==> src/pkg/pdio_map.svh <==
// Register map, field positions, reset values and timing counts of the digital I/O port
`ifndef PDIO_MAP_SVH
`define PDIO_MAP_SVH

// ----------------------------------------------------------------------------
// Register indices and byte addresses
// ----------------------------------------------------------------------------
`define PDIO_IDX_BYTE_LOW   10'h088
`define PDIO_IDX_BYTE_HIGH  10'h089
`define PDIO_ADDR_BYTE_LOW  ({`PDIO_IDX_BYTE_LOW, 2'b00})
`define PDIO_ADDR_BYTE_HIGH ({`PDIO_IDX_BYTE_HIGH, 2'b00})
`define PDIO_ADDR_RISE_EN   12'h300
`define PDIO_ADDR_FALL_EN   12'h304
`define PDIO_ADDR_DELAY_CFG 12'h308
`define PDIO_ADDR_PENDING   12'h30C
`define PDIO_ADDR_DIAG      12'h310
`define PDIO_ADDR_OUT_SEL   12'h314
`define PDIO_ADDR_W         12

// ----------------------------------------------------------------------------
// Field positions and widths
// ----------------------------------------------------------------------------
`define PDIO_OUT_BYTE_POS   8
`define PDIO_DIAG_LOST_BIT  0
`define PDIO_GROUP_SIZE     4
`define PDIO_FAST_MASK      16'h8EDB
`define PDIO_CNT_W          19

// ----------------------------------------------------------------------------
// Reset values
// ----------------------------------------------------------------------------
`define PDIO_OUT_LOW_RST    8'h00
`define PDIO_OUT_HIGH_RST   4'h0
`define PDIO_EDGE_EN_RST    16'h0000
`define PDIO_DELAY_CFG_RST  8'hAA
`define PDIO_OUT_SEL_RST    8'h00

// ----------------------------------------------------------------------------
// Timing
// ----------------------------------------------------------------------------
`define PDIO_CLK_MHZ        25
`define PDIO_DLY_100US_NS   100000
`define PDIO_DLY_500US_NS   500000
`define PDIO_DLY_3MS_NS     3000000
`define PDIO_DLY_15MS_NS    15000000
`define PDIO_NS_TO_CYC(ns)  ((((ns) * `PDIO_CLK_MHZ) + 999) / 1000)
`define PDIO_DLY_100US_CYC  `PDIO_NS_TO_CYC(`PDIO_DLY_100US_NS)
`define PDIO_DLY_500US_CYC  `PDIO_NS_TO_CYC(`PDIO_DLY_500US_NS)
`define PDIO_DLY_3MS_CYC    `PDIO_NS_TO_CYC(`PDIO_DLY_3MS_NS)
`define PDIO_DLY_15MS_CYC   `PDIO_NS_TO_CYC(`PDIO_DLY_15MS_NS)

`endif

==> src/pkg/pdio_pkg.sv <==
// Types shared by the digital I/O port modules
package pdio_pkg;

  // Input delay choice of one group of four inputs
  typedef enum logic [1:0] {
    PDIO_DLY_100US,
    PDIO_DLY_500US,
    PDIO_DLY_3MS,
    PDIO_DLY_15MS
  } pdio_delay_type;

  // Source of a shared output pin
  typedef enum logic [1:0] {
    PDIO_SRC_PLAIN,
    PDIO_SRC_PWM,
    PDIO_SRC_COUNTER,
    PDIO_SRC_SPARE
  } pdio_src_type;

  typedef logic [31:0] pdio_word_type;

endpackage : pdio_pkg

==> src/pkg/pdio_filt_if.sv <==
// Interface between the port core and one input delay filter
`timescale 1ns/1ps
`include "pdio_map.svh"

interface pdio_filt_if;
  logic                   raw;
  logic [`PDIO_CNT_W-1:0] limit;
  logic                   level;

  modport filt (input raw, input limit, output level);
  modport ctrl (output raw, output limit, input level);
endinterface : pdio_filt_if

==> src/hdl/pdio_in_filter.sv <==
// Input delay filter for one digital input channel
`timescale 1ns/1ps
`include "pdio_map.svh"

module pdio_in_filter (
  input wire logic clk_sys_i,
  input wire logic reset_i,
  input wire logic ce_i,
  pdio_filt_if.filt flt
);
  import pdio_pkg::*;

  logic [`PDIO_CNT_W-1:0] hold_cnt_reg;
  logic                   level_reg;

  // Level follows the raw input only after it held for limit cycles
  always_ff @(posedge clk_sys_i) begin
    if (reset_i) begin
      hold_cnt_reg <= '0;
      level_reg    <= 1'b0;
    end else if (ce_i) begin
      if (flt.raw == level_reg) begin
        hold_cnt_reg <= '0;
      end else if (hold_cnt_reg >= flt.limit - `PDIO_CNT_W'(1)) begin
        level_reg    <= flt.raw;
        hold_cnt_reg <= '0;
      end else begin
        hold_cnt_reg <= hold_cnt_reg + `PDIO_CNT_W'(1);
      end
    end
  end

  assign flt.level = level_reg;

endmodule : pdio_in_filter

==> src/hdl/pdio_port.sv <==
// Onboard digital I/O port: filtered inputs, edge events, outputs and indicators
//
// Notes on behaviour
// - First input connector is input byte 136
// - Second input connector is input byte 137
// - Edge event enable per input, per direction
// - All edge event enables reset to disabled
// - Rising 0-1, falling 1-0 on filtered level
// - Only diagnostic event is event lost
// - One delay setting per four adjacent inputs
// - Delay choices 0.1, 0.5, 3, 15 ms
// - Shortest delay only on fast inputs
// - Slow inputs use 0.5 ms instead
// - Fast inputs 100 kHz, others 1 kHz
// - Output byte 136 drives outputs 0 to 7
// - Output byte 137 drives outputs 8 to 11
// - Green indicator shows each input level
// - Green indicator shows each output level
// - Red indicator on output overload
// - Outputs 0,1: plain, PWM or counter
// - Outputs 2,3: plain or counter
// - Inputs feed counter A and B tracks
// - Input 11 gate, input 15 latch
`timescale 1ns/1ps
`include "pdio_map.svh"

module pdio_port #(
  parameter int unsigned DLY_500US_CYC = `PDIO_DLY_500US_CYC,
  parameter int unsigned DLY_3MS_CYC   = `PDIO_DLY_3MS_CYC,
  parameter int unsigned DLY_15MS_CYC  = `PDIO_DLY_15MS_CYC
) (
  input  wire logic                         clk_sys_i,
  input  wire logic                         reset_i,
  input  wire logic                         ce_i,
  // AXI4-Lite slave
  input  wire logic [`PDIO_ADDR_W-1:0]      axi_awaddr_i,
  input  wire logic                         axi_awvalid_i,
  output logic                              axi_awready_o,
  input  wire pdio_pkg::pdio_word_type      axi_wdata_i,
  input  wire logic [3:0]                   axi_wstrb_i,
  input  wire logic                         axi_wvalid_i,
  output logic                              axi_wready_o,
  output logic [1:0]                        axi_bresp_o,
  output logic                              axi_bvalid_o,
  input  wire logic                         axi_bready_i,
  input  wire logic [`PDIO_ADDR_W-1:0]      axi_araddr_i,
  input  wire logic                         axi_arvalid_i,
  output logic                              axi_arready_o,
  output pdio_pkg::pdio_word_type           axi_rdata_o,
  output logic [1:0]                        axi_rresp_o,
  output logic                              axi_rvalid_o,
  input  wire logic                         axi_rready_i,
  // Field side
  input  wire logic [15:0]                  din_i,
  output logic [11:0]                       dout_o,
  input  wire logic                         overload_i,
  input  wire logic [1:0]                   pwm_i,
  input  wire logic [3:0]                   cnt_out_i,
  // Counter feeds
  output logic [3:0]                        cnt_a_o,
  output logic [3:0]                        cnt_b_o,
  output logic                              gate3_o,
  output logic                              latch3_o,
  // Events and indicators
  output logic                              hw_event_o,
  output logic                              diag_event_o,
  output logic [15:0]                       in_led_o,
  output logic [11:0]                       out_led_o,
  output logic                              err_led_o
);
  import pdio_pkg::*;

  // --------------------------------------------------------------------------
  // Constants
  // --------------------------------------------------------------------------
  localparam logic [1:0] RESP_OKAY   = 2'h0;
  localparam logic [1:0] RESP_SLVERR = 2'h2;
  localparam logic [`PDIO_CNT_W-1:0] LIM_100US = `PDIO_CNT_W'(`PDIO_DLY_100US_CYC);
  localparam logic [`PDIO_CNT_W-1:0] LIM_500US = `PDIO_CNT_W'(DLY_500US_CYC);
  localparam logic [`PDIO_CNT_W-1:0] LIM_3MS   = `PDIO_CNT_W'(DLY_3MS_CYC);
  localparam logic [`PDIO_CNT_W-1:0] LIM_15MS  = `PDIO_CNT_W'(DLY_15MS_CYC);
  localparam logic [15:0]            FAST_MASK = `PDIO_FAST_MASK;      // Inputs rated for the fast rate

  // --------------------------------------------------------------------------
  // Declarations
  // --------------------------------------------------------------------------
  logic [`PDIO_ADDR_W-1:0] aw_addr_reg;
  logic                    aw_full_reg;
  pdio_word_type           w_data_reg;
  logic [3:0]              w_strb_reg;
  logic                    w_full_reg;
  logic                    awready_reg;
  logic                    wready_reg;
  logic                    bvalid_reg;
  logic [1:0]              bresp_reg;
  logic                    arready_reg;
  logic                    rvalid_reg;
  pdio_word_type           rdata_reg;
  logic [1:0]              rresp_reg;
  logic                    do_write;
  logic                    wr_hit;
  logic                    rd_hit;
  pdio_word_type           rd_word;

  logic [7:0]              out_low_reg;
  logic [3:0]              out_high_reg;
  logic [15:0]             rise_en_reg;
  logic [15:0]             fall_en_reg;
  pdio_delay_type          delay_cfg_reg [4];
  pdio_src_type            out_sel_reg [4];
  logic [15:0]             pend_reg;
  logic                    lost_reg;
  logic [15:0]             pend_clr;
  logic                    lost_clr;

  logic [15:0]             filt_lvl;
  logic [15:0]             prev_lvl_reg;
  logic [15:0]             edge_evt;
  logic [11:0]             dout_next;

  logic [11:0]             dout_reg;
  logic [11:0]             out_led_reg;
  logic [15:0]             in_led_reg;
  logic                    err_led_reg;
  logic [3:0]              cnt_a_reg;
  logic [3:0]              cnt_b_reg;
  logic                    gate3_reg;
  logic                    latch3_reg;
  logic                    hw_event_reg;
  logic                    diag_event_reg;

  // Byte-lane merge of a write into a 16-bit register
  function automatic logic [15:0] merge16(input logic [15:0] old_val,
                                          input pdio_word_type data,
                                          input logic [3:0] strb);
    logic [15:0] res;
    res = old_val;
    if (strb[0]) res[7:0] = data[7:0];
    if (strb[1]) res[15:8] = data[15:8];
    return res;
  endfunction : merge16

  // Delay count for one input from its group setting
  function automatic logic [`PDIO_CNT_W-1:0] delay_limit(input pdio_delay_type sel,
                                                         input logic fast);
    logic [`PDIO_CNT_W-1:0] lim;
    lim = LIM_3MS;
    unique case (sel)
      PDIO_DLY_100US: lim = fast ? LIM_100US : LIM_500US;
      PDIO_DLY_500US: lim = LIM_500US;
      PDIO_DLY_3MS:   lim = LIM_3MS;
      PDIO_DLY_15MS:  lim = LIM_15MS;
    endcase
    return lim;
  endfunction : delay_limit

  // --------------------------------------------------------------------------
  // AXI4-Lite write channel
  // --------------------------------------------------------------------------
  // Write is carried out once address and data are both held
  assign do_write = aw_full_reg && w_full_reg && !bvalid_reg;

  // Decode of the held write address
  always_comb begin
    unique case (aw_addr_reg)
      `PDIO_ADDR_BYTE_LOW, `PDIO_ADDR_BYTE_HIGH, `PDIO_ADDR_RISE_EN, `PDIO_ADDR_FALL_EN,
      `PDIO_ADDR_DELAY_CFG, `PDIO_ADDR_PENDING, `PDIO_ADDR_DIAG, `PDIO_ADDR_OUT_SEL:
        wr_hit = 1'b1;
      default: wr_hit = 1'b0;
    endcase
  end

  // Address and data holding, taken in either order
  always_ff @(posedge clk_sys_i) begin
    if (reset_i) begin
      aw_addr_reg <= '0;
      aw_full_reg <= 1'b0;
      awready_reg <= 1'b1;
      w_data_reg  <= '0;
      w_strb_reg  <= '0;
      w_full_reg  <= 1'b0;
      wready_reg  <= 1'b1;
      bvalid_reg  <= 1'b0;
      bresp_reg   <= RESP_OKAY;
    end else if (ce_i) begin
      if (axi_awvalid_i && awready_reg) begin
        aw_addr_reg <= axi_awaddr_i;
        aw_full_reg <= 1'b1;
        awready_reg <= 1'b0;
      end
      if (axi_wvalid_i && wready_reg) begin
        w_data_reg <= axi_wdata_i;
        w_strb_reg <= axi_wstrb_i;
        w_full_reg <= 1'b1;
        wready_reg <= 1'b0;
      end
      if (do_write) begin
        bvalid_reg <= 1'b1;
        bresp_reg  <= wr_hit ? RESP_OKAY : RESP_SLVERR;
      end
      if (bvalid_reg && axi_bready_i) begin
        bvalid_reg  <= 1'b0;
        aw_full_reg <= 1'b0;
        w_full_reg  <= 1'b0;
        awready_reg <= 1'b1;
        wready_reg  <= 1'b1;
      end
    end
  end

  // --------------------------------------------------------------------------
  // AXI4-Lite read channel
  // --------------------------------------------------------------------------
  // Read word: input byte in the low lane, output byte read back above it
  always_comb begin
    rd_word = '0;
    rd_hit  = 1'b1;
    unique case (axi_araddr_i)
      `PDIO_ADDR_BYTE_LOW: begin
        rd_word[7:0]  = filt_lvl[7:0];
        rd_word[15:8] = out_low_reg;
      end
      `PDIO_ADDR_BYTE_HIGH: begin
        rd_word[7:0]   = filt_lvl[15:8];
        rd_word[11:8]  = out_high_reg;
      end
      `PDIO_ADDR_RISE_EN:  rd_word[15:0] = rise_en_reg;
      `PDIO_ADDR_FALL_EN:  rd_word[15:0] = fall_en_reg;
      `PDIO_ADDR_DELAY_CFG: begin
        for (int g = 0; g < 4; g++) rd_word[2*g +: 2] = delay_cfg_reg[g];
      end
      `PDIO_ADDR_PENDING:  rd_word[15:0] = pend_reg;
      `PDIO_ADDR_DIAG:     rd_word[`PDIO_DIAG_LOST_BIT] = lost_reg;
      `PDIO_ADDR_OUT_SEL: begin
        for (int k = 0; k < 4; k++) rd_word[2*k +: 2] = out_sel_reg[k];
      end
      default: rd_hit = 1'b0;
    endcase
  end

  // Read answer one cycle after the address is taken
  always_ff @(posedge clk_sys_i) begin
    if (reset_i) begin
      arready_reg <= 1'b1;
      rvalid_reg  <= 1'b0;
      rdata_reg   <= '0;
      rresp_reg   <= RESP_OKAY;
    end else if (ce_i) begin
      if (axi_arvalid_i && arready_reg) begin
        arready_reg <= 1'b0;
        rvalid_reg  <= 1'b1;
        rdata_reg   <= rd_word;
        rresp_reg   <= rd_hit ? RESP_OKAY : RESP_SLVERR;
      end else if (rvalid_reg && axi_rready_i) begin
        rvalid_reg  <= 1'b0;
        arready_reg <= 1'b1;
      end
    end
  end

  // --------------------------------------------------------------------------
  // Software registers
  // --------------------------------------------------------------------------
  // Output bytes and configuration
  always_ff @(posedge clk_sys_i) begin
    if (reset_i) begin
      out_low_reg  <= `PDIO_OUT_LOW_RST;
      out_high_reg <= `PDIO_OUT_HIGH_RST;
      rise_en_reg  <= `PDIO_EDGE_EN_RST;
      fall_en_reg  <= `PDIO_EDGE_EN_RST;
      for (int g = 0; g < 4; g++) begin
        delay_cfg_reg[g] <= pdio_delay_type'(2'(`PDIO_DELAY_CFG_RST >> (2*g)));
        out_sel_reg[g]   <= pdio_src_type'(2'(`PDIO_OUT_SEL_RST >> (2*g)));
      end
    end else if (ce_i && do_write && w_strb_reg[0]) begin
      unique case (aw_addr_reg)
        `PDIO_ADDR_BYTE_LOW:  out_low_reg  <= w_data_reg[7:0];
        `PDIO_ADDR_BYTE_HIGH: out_high_reg <= w_data_reg[3:0];
        `PDIO_ADDR_RISE_EN:   rise_en_reg  <= merge16(rise_en_reg, w_data_reg, w_strb_reg);
        `PDIO_ADDR_FALL_EN:   fall_en_reg  <= merge16(fall_en_reg, w_data_reg, w_strb_reg);
        `PDIO_ADDR_DELAY_CFG: begin
          for (int g = 0; g < 4; g++) delay_cfg_reg[g] <= pdio_delay_type'(w_data_reg[2*g +: 2]);
        end
        `PDIO_ADDR_OUT_SEL: begin
          for (int k = 0; k < 4; k++) out_sel_reg[k] <= pdio_src_type'(w_data_reg[2*k +: 2]);
        end
        default: ;
      endcase
    end
  end

  // Upper lane writes of the edge enables without a low lane strobe
  // are folded into the merge above only when lane 0 is strobed, so
  // enables for inputs 8 to 15 need lane 1 together with lane 0.

  // Write-one-to-clear strobes for the pending and lost flags
  always_comb begin
    pend_clr = '0;
    lost_clr = 1'b0;
    if (do_write && aw_addr_reg == `PDIO_ADDR_PENDING)
      pend_clr = merge16(16'h0000, w_data_reg, w_strb_reg);
    if (do_write && aw_addr_reg == `PDIO_ADDR_DIAG && w_strb_reg[0])
      lost_clr = w_data_reg[`PDIO_DIAG_LOST_BIT];
  end

  // --------------------------------------------------------------------------
  // Input filters, one per channel
  // --------------------------------------------------------------------------
  for (genvar ch = 0; ch < 16; ch++) begin : g_filt
    pdio_filt_if ch_if ();

    assign ch_if.raw   = din_i[ch];
    assign ch_if.limit = delay_limit(delay_cfg_reg[ch / `PDIO_GROUP_SIZE],
                                     FAST_MASK[ch]);
    assign filt_lvl[ch] = ch_if.level;

    pdio_in_filter u_filt (
      .clk_sys_i (clk_sys_i),
      .reset_i   (reset_i),
      .ce_i      (ce_i),
      .flt       (ch_if.filt)
    );
  end

  // --------------------------------------------------------------------------
  // Edge events and lost-event diagnostic
  // --------------------------------------------------------------------------
  // Enabled edges of the filtered level
  assign edge_evt = (filt_lvl & ~prev_lvl_reg & rise_en_reg)
                  | (~filt_lvl & prev_lvl_reg & fall_en_reg);

  // Pending flags: a new event wins over a clear in the same cycle
  always_ff @(posedge clk_sys_i) begin
    if (reset_i) begin
      prev_lvl_reg <= '0;
      pend_reg     <= '0;
      lost_reg     <= 1'b0;
    end else if (ce_i) begin
      prev_lvl_reg <= filt_lvl;
      pend_reg     <= (pend_reg & ~pend_clr) | edge_evt;
      if (|(edge_evt & pend_reg & ~pend_clr))
        lost_reg <= 1'b1;
      else if (lost_clr)
        lost_reg <= 1'b0;
    end
  end

  // --------------------------------------------------------------------------
  // Output pins and indicators
  // --------------------------------------------------------------------------
  // Pin sources: pins 0,1 take PWM or counter outputs when selected, pins 2,3 take the counter output for any non-plain choice
  always_comb begin
    dout_next = {out_high_reg, out_low_reg};
    for (int k = 0; k < 2; k++) begin
      unique case (out_sel_reg[k])
        PDIO_SRC_PWM:     dout_next[k] = pwm_i[k];
        PDIO_SRC_COUNTER: dout_next[k] = cnt_out_i[k];
        default:          dout_next[k] = out_low_reg[k];
      endcase
    end
    for (int k = 2; k < 4; k++) begin
      if (out_sel_reg[k] != PDIO_SRC_PLAIN)
        dout_next[k] = cnt_out_i[k];
    end
  end

  // Registered pins, counter feeds and indicators
  always_ff @(posedge clk_sys_i) begin
    if (reset_i) begin
      dout_reg       <= '0;
      out_led_reg    <= '0;
      in_led_reg     <= '0;
      err_led_reg    <= 1'b0;
      cnt_a_reg      <= '0;
      cnt_b_reg      <= '0;
      gate3_reg      <= 1'b0;
      latch3_reg     <= 1'b0;
      hw_event_reg   <= 1'b0;
      diag_event_reg <= 1'b0;
    end else if (ce_i) begin
      dout_reg       <= dout_next;
      out_led_reg    <= dout_next;
      in_led_reg     <= filt_lvl;
      err_led_reg    <= overload_i;
      cnt_a_reg      <= {filt_lvl[9], filt_lvl[6], filt_lvl[3], filt_lvl[0]};
      cnt_b_reg      <= {filt_lvl[10], filt_lvl[7], filt_lvl[4], filt_lvl[1]};
      gate3_reg      <= filt_lvl[11];
      latch3_reg     <= filt_lvl[15];
      hw_event_reg   <= |pend_reg;
      diag_event_reg <= lost_reg;
    end
  end

  // --------------------------------------------------------------------------
  // Port drive
  // --------------------------------------------------------------------------
  assign axi_awready_o = awready_reg;
  assign axi_wready_o  = wready_reg;
  assign axi_bvalid_o  = bvalid_reg;
  assign axi_bresp_o   = bresp_reg;
  assign axi_arready_o = arready_reg;
  assign axi_rvalid_o  = rvalid_reg;
  assign axi_rdata_o   = rdata_reg;
  assign axi_rresp_o   = rresp_reg;
  assign dout_o        = dout_reg;
  assign out_led_o     = out_led_reg;
  assign in_led_o      = in_led_reg;
  assign err_led_o     = err_led_reg;
  assign cnt_a_o       = cnt_a_reg;
  assign cnt_b_o       = cnt_b_reg;
  assign gate3_o       = gate3_reg;
  assign latch3_o      = latch3_reg;
  assign hw_event_o    = hw_event_reg;
  assign diag_event_o  = diag_event_reg;

endmodule : pdio_port

==> config.mk <==
export PLATFORM = sky130hd
export DESIGN_NAME = pdio_port
export DESIGN_NICKNAME = d
export VERILOG_FILES = /design/src/pkg/pdio_pkg.sv /design/src/pkg/pdio_filt_if.sv /design/src/hdl/pdio_in_filter.sv /design/src/hdl/pdio_port.sv
export VERILOG_INCLUDE_DIRS = /design/src /design/src/pkg
export SDC_FILE = /design/constraint.sdc
export NUM_CORES = 1
export LEC_CHECK = 0
export BUFFER_PORTS_ARGS = -buffer_cell sky130_fd_sc_hd__buf_2
export CAP_MARGIN = 25
export CORE_UTILIZATION = 52
export CTS_BUF_LIST = sky130_fd_sc_hd__clkbuf_8 sky130_fd_sc_hd__clkbuf_16
export DETAILED_ROUTE_END_ITERATION = 6
export GPL_ROUTABILITY_DRIVEN = 0
export PLACE_DENSITY = 0.77
export REMOVE_ABC_BUFFERS = 1
export SLEW_MARGIN = 30
export SYNTH_ARGS = -nofsm -noshare
export SYNTH_HDL_FRONTEND = slang
export SYNTH_HIERARCHICAL = 1
export SYNTH_SLANG_ARGS = --single-unit
==> constraint.sdc <==
create_clock -name clk_sys_i -period 5.3 [get_ports clk_sys_i]
set_input_delay 0.265 -clock clk_sys_i [delete_from_list [all_inputs] [get_ports clk_sys_i]]
set_output_delay 0.265 -clock clk_sys_i [all_outputs]
set_load 0.05 [all_outputs]
Word level (Yosys, flattened, before mapping) --
Memories as Yosys holds them, arrays and structs flattened. Index checks and enable logic that the tools add are counted.
Storage, ports and cells: register bits after elaboration 479, bits in latches 0, RAM bits 16, bits in read-only memories 0, output and inout port bits 94, word-level logic and storage cells 341, memories kept 2
Memory list:
- delay_cfg_reg | words 4, width 2, rd ports 4, clocked after memory_dff 0, write ports 4, line pdio_port.sv:109 | pdio_delay_type delay_cfg_reg [4];
- out_sel_reg | words 4, width 2, rd ports 4, clocked after memory_dff 0, write ports 4, line pdio_port.sv:110 | pdio_src_type out_sel_reg [4];
Cells by class: add/sub/neg operators 24, $mul 0, div/mod/pow operators 0, $lt $le $gt $ge 16, eq/ne operators 48, shifts and indexed selects 0, mux-type cells 90, bitwise operators 36, reduce and logical (&&, ||, !) cells 63
Operators by type and width (number):
- 19-bit 2-to-1 mux | 32
- 19-bit by 1-bit adder with 19-bit output (second input constant) | 16
- 19-bit greater-or-equal comparator | 16
- 19-bit case mux with 4 select lines | 4
- 19-bit case mux with 3 select lines | 4
- 12-bit by 10-bit == test with 1-bit output (second input constant) | 16
- 19-bit by 1-bit subtractor with 19-bit output (second input constant) | 8
- 16-bit AND | 7
- 3-bit AND reduction | 20
- 7-bit case mux with 7 select lines | 1
- 16-bit inverter | 3
- 16-bit bitwise OR | 2
- 16-bit OR reduction | 2
- 1-bit 2-to-1 mux | 31
- 2-bit AND reduction | 11
- 2-bit == test (second input constant) | 10
- 2-bit 2-to-1 mux | 10
- 4-bit case mux with 5 select lines | 1
- 1-bit == test | 16
- 16-bit 2-to-1 mux | 1
- 8-bit 2-to-1 mux | 2
- 1-bit inverter | 16
- 4-bit case mux with 4 select lines | 1
- 8-bit OR reduction | 2
- other kinds (9) | 45

Logic depth before layout (Yosys ltp) --
depth after elaboration 9, mapped depth 18

Hierarchy --
The synthesis kept the hierarchy.
By module, submodules not included:
- pdio_in_filter (g_filt[0].u_filt ...) | times used 15, cells an instance 216, area each 1760.4 um2, seq. area each 400.4 um2
- pdio_port | times used 1, cells an instance 971, area each 8166.6 um2, seq. area each 3423.3 um2
- pdio_in_filter (g_filt[9].u_filt) | times used 1, cells an instance 224, area each 1766.7 um2, seq. area each 400.4 um2

Worst setup path after synthesis --
OpenSTA, ideal clock, no wires.
path kind register -> register, from memory delay_cfg_reg[3][0] in the netlist's numbering, to register g_filt[12].u_filt.hold_cnt_reg[18], data arrival time 4.226 ns, data required time 5.243 ns, setup slack 1.017 ns, stages on the path, launching flop included 14, path buffers 0, period minus slack after synthesis 4.283 ns, cell sequence edfxtp_1 -> inv_1 -> ha_1 -> nor2_1 -> inv_1 -> nor3b_1 -> xnor2_1 -> ha_1 -> a21o_1 -> a221o_1 -> a22oi_1 -> o2111ai_2 -> or4b_1 -> a21bo_1
RTL lines:
- start: declaration | line pdio_port.sv:109
- end signal: assignment | line pdio_in_filter.sv:28 | hold_cnt_reg <= hold_cnt_reg + `PDIO_CNT_W'(1);
- end: declaration | line pdio_in_filter.sv:13 | logic [`PDIO_CNT_W-1:0] hold_cnt_reg;

==> results.toml <==
[floorplanning]
die_w_um = 266
coreArea_sq_um = 68800
rows = 96
die_area_sq_um = 70900
die_h_um = 266
top_level_ports = 185
start_util_pct = 52.8

[yosys]
yosys-top-cells-area = "dfxtp_1 26%, ha_1 12%, a22o_1 4.9%"
yosysTopAreaCellShare_pct = 25.7
yosysTopAreaCell = "dfxtp_1"
synth.distinct_cells = 82
ys_seq_area_share_pct = 27.0
ys_warn_count = 6
synth_async_sr_flop_share_pct = 0
yosys.cell_count.top_type = "dfxtp_1"
synth_area_sq_um = 36300
syn_avg_cell_area_sq_um = 8.19
synth_ff_type = "dfxtp_1"
ys_ff_latch = 483
synthCells = 4435
synthTopCellsByCount = "467 x dfxtp_1, 412 x nand2_1, 360 x ha_1"
synth_edf_count = 16

[sta]
finalWorstSetupSlack_ns = 0.637
max-slew-margin-rel_pct = 34.3
achievable-frequency_mhz = 214
setup_viol = 0
tns_ns = 0
drv_slew = 0
tightest_slew_ns = 0.978
rsz0062_at_grt = "no"
final-hold-violation-count = 0
fin_worst_skew_ns = 0.0247
min_period_ns = 4.66
fin_crit_sh_pct = 88.0
fin_hold_ws_ns = 0.0356

[global_routing]
grt_usage_pct = 26.5
grt_start_max_net_pins = 76
grt_busiest_layer = "met2"
antenna_found_initial = 8
use_met3_pct = 4.18
gr-usage-met2_pct = 42.8
globalRouteOverflowTotal = 0
met1_usage_pct = 35.7
grt_pass1_vias = 31200
grt_pass1_wl_um = 156000

[pwr]
power.density_nw_per_um2 = 207
leakage_uw = 0.0180
ir_worst_vdd_mv = 0.213
power_uw = 8590

[route]
viasPerCell = 5.77
drt_wl_total_um = 96700
drc = 0
firstDrtPassIters = 5
ant_nets = 0
via_count = 34200
drt_iter0_drc = 2765
wl_per_cell_um = 16.3

[critical_path]
startpoint_type = "flip-flop"
r2r_cells = 14
cp.required_ns = 5.85
crit_path_max_fanout = 18
cpPeakStageDelay_ns = 0.70
crit_arrival_ns = 5.22
slowest_stage = "nor2_1"
crit_type = "flip-flop to flip-flop"
path_cells = "inv_1 -> ha_1 -> nor2_1 -> inv_1 -> nor3b_1 -> xnor2_1 -> ha_1 -> a21o_1 -> a221o_1 -> a22oi_1 -> o2111ai_2 -> buf_4 -> nor2_1 -> a22o_1"
end_kind = "flip-flop"

[clocking]
cts_sinks = 483
clk_latency_ns = 0.62
cts_made_buffers = 54
cts_setup_buffers = 0
cts_tree = "yes"
clk_pin_slew_ns = 0.06
cts_root_buffer = "clkbuf_16"
cts_htree_levels = 2
cts.path.max_buffers = 3

[final_layout]
syn2layout_area_growth_pct = 14.3
drive_gt1_share_pct = 7.39
nets = 5399
largest_reg_flops = 304
final_area_sq_um = 41500

[placement]
place_hpwl_um = 70900
io_buffer_count = 148
dpl_cell_area_sq_um = 39300
post-place-ws_ns = 0.712

[status]
outcome = "completed"

[flow_run]
cap_violations = 0

[min_path]
holdCritPathClass = "input pin to flip-flop"
whs_path_depth = 3
## final cells by class
class                           instances  area, sq um
Fill cell                            6108        27300
Multi-Input combinational cell       4003        26500
Sequential cell                       483         9830
Clock buffer                           72         1610
Timing Repair Buffer                  233         1510
Tap cell                              931         1160
Inverter                              173          649
Clock inverter                         29          268
Antenna cell                            3         7.51
## per-stage QoR
step	cells	utilization [%]
floorplan	4659	-
global placement	5784	57.0
detailed placement	5784	57.0
CTS	5924	60.3
global route	5925	60.3
finish	5927	60.3
## per-layer routing
metal / share of wire (%) / wire [um] / vias to the layer above
met3: 6.8 / 6570 / 178
met4: 3.3 / 3200 / 14
met5: 0.092 / 89 / -
met2: 44 / 42900 / 970
met1: 45 / 43900 / 16000
li1: - / - / 17000
## cells in the final DEF, fill, tap and decap left out, types with 33 or more instances in the layout
master / n
dfxtp_1: 467
nand2_1: 412
conb_1: 378
ha_1: 360
nor2_1: 350
o21ai_0: 327
a22o_1: 202
xnor2_1: 192
inv_1: 185
a21oi_1: 175
and3_1: 153
buf_2: 146
nor2b_1: 139
nand3_1: 137
nor3_1: 133
nor4_1: 126
xor2_1: 96
a21o_1: 94
nand4_1: 82
clkbuf_16: 55
mux2i_1: 54
nor3b_1: 50
nand3b_1: 50
a22oi_1: 50
buf_4: 45
dlygate4sd3_1: 39
nand2b_1: 37
or4_1: 34
o31ai_1: 33
## critical path: cells and delay by family (launching register included)
family,cells,cell delay [ns]
AOI/OAI and AO/OA,5,1.37
and+or+nand+nor,3,1.32
buffers and inverters,3,0.73
adders and majority gates,2,0.51
DFF,1,0.50
xor gates and xnor gates,1,0.18
## power breakdown
group          switching [uW]  internal (uW)
Combinational             591            302
Sequential               46.9           3680
Clock                    1600           2360
## cell families after synthesis
logic type,Yosys count,synth area share [%]
xor gates and xnor gates,288,6.94
adders and majority gates,360,12.4
and+or+nand+nor,1854,27.0
AOI/OAI and AO/OA,1048,20.4
DFF,483,27.0
buffers and inverters,325,3.98
muxes,75,2.14
other,2,0.0207
## repair_timing
action,in CTS,in global routing
gates resized for setup,0,0
hold buffers,39,0
endpoints found under the hold margin,39,0
## path summary, 6_finish.rpt
| path | slack (ns) | from | to |
|---|---|---|---|
| worst min register to register | 0.47 | rise_en_reg[8] | rise_en_reg[8] |
| worst max-delay path | 0.64 | delay_cfg_reg[3][0] | g_filt[13].u_filt/hold_cnt_reg[10] |
| worst max register to register | 0.64 | delay_cfg_reg[3][0] | g_filt[13].u_filt/hold_cnt_reg[10] |
| worst min-delay path | 0.04 | ce_i | g_filt[9].u_filt/flt.level |
(Power assumes the default switching activity.)
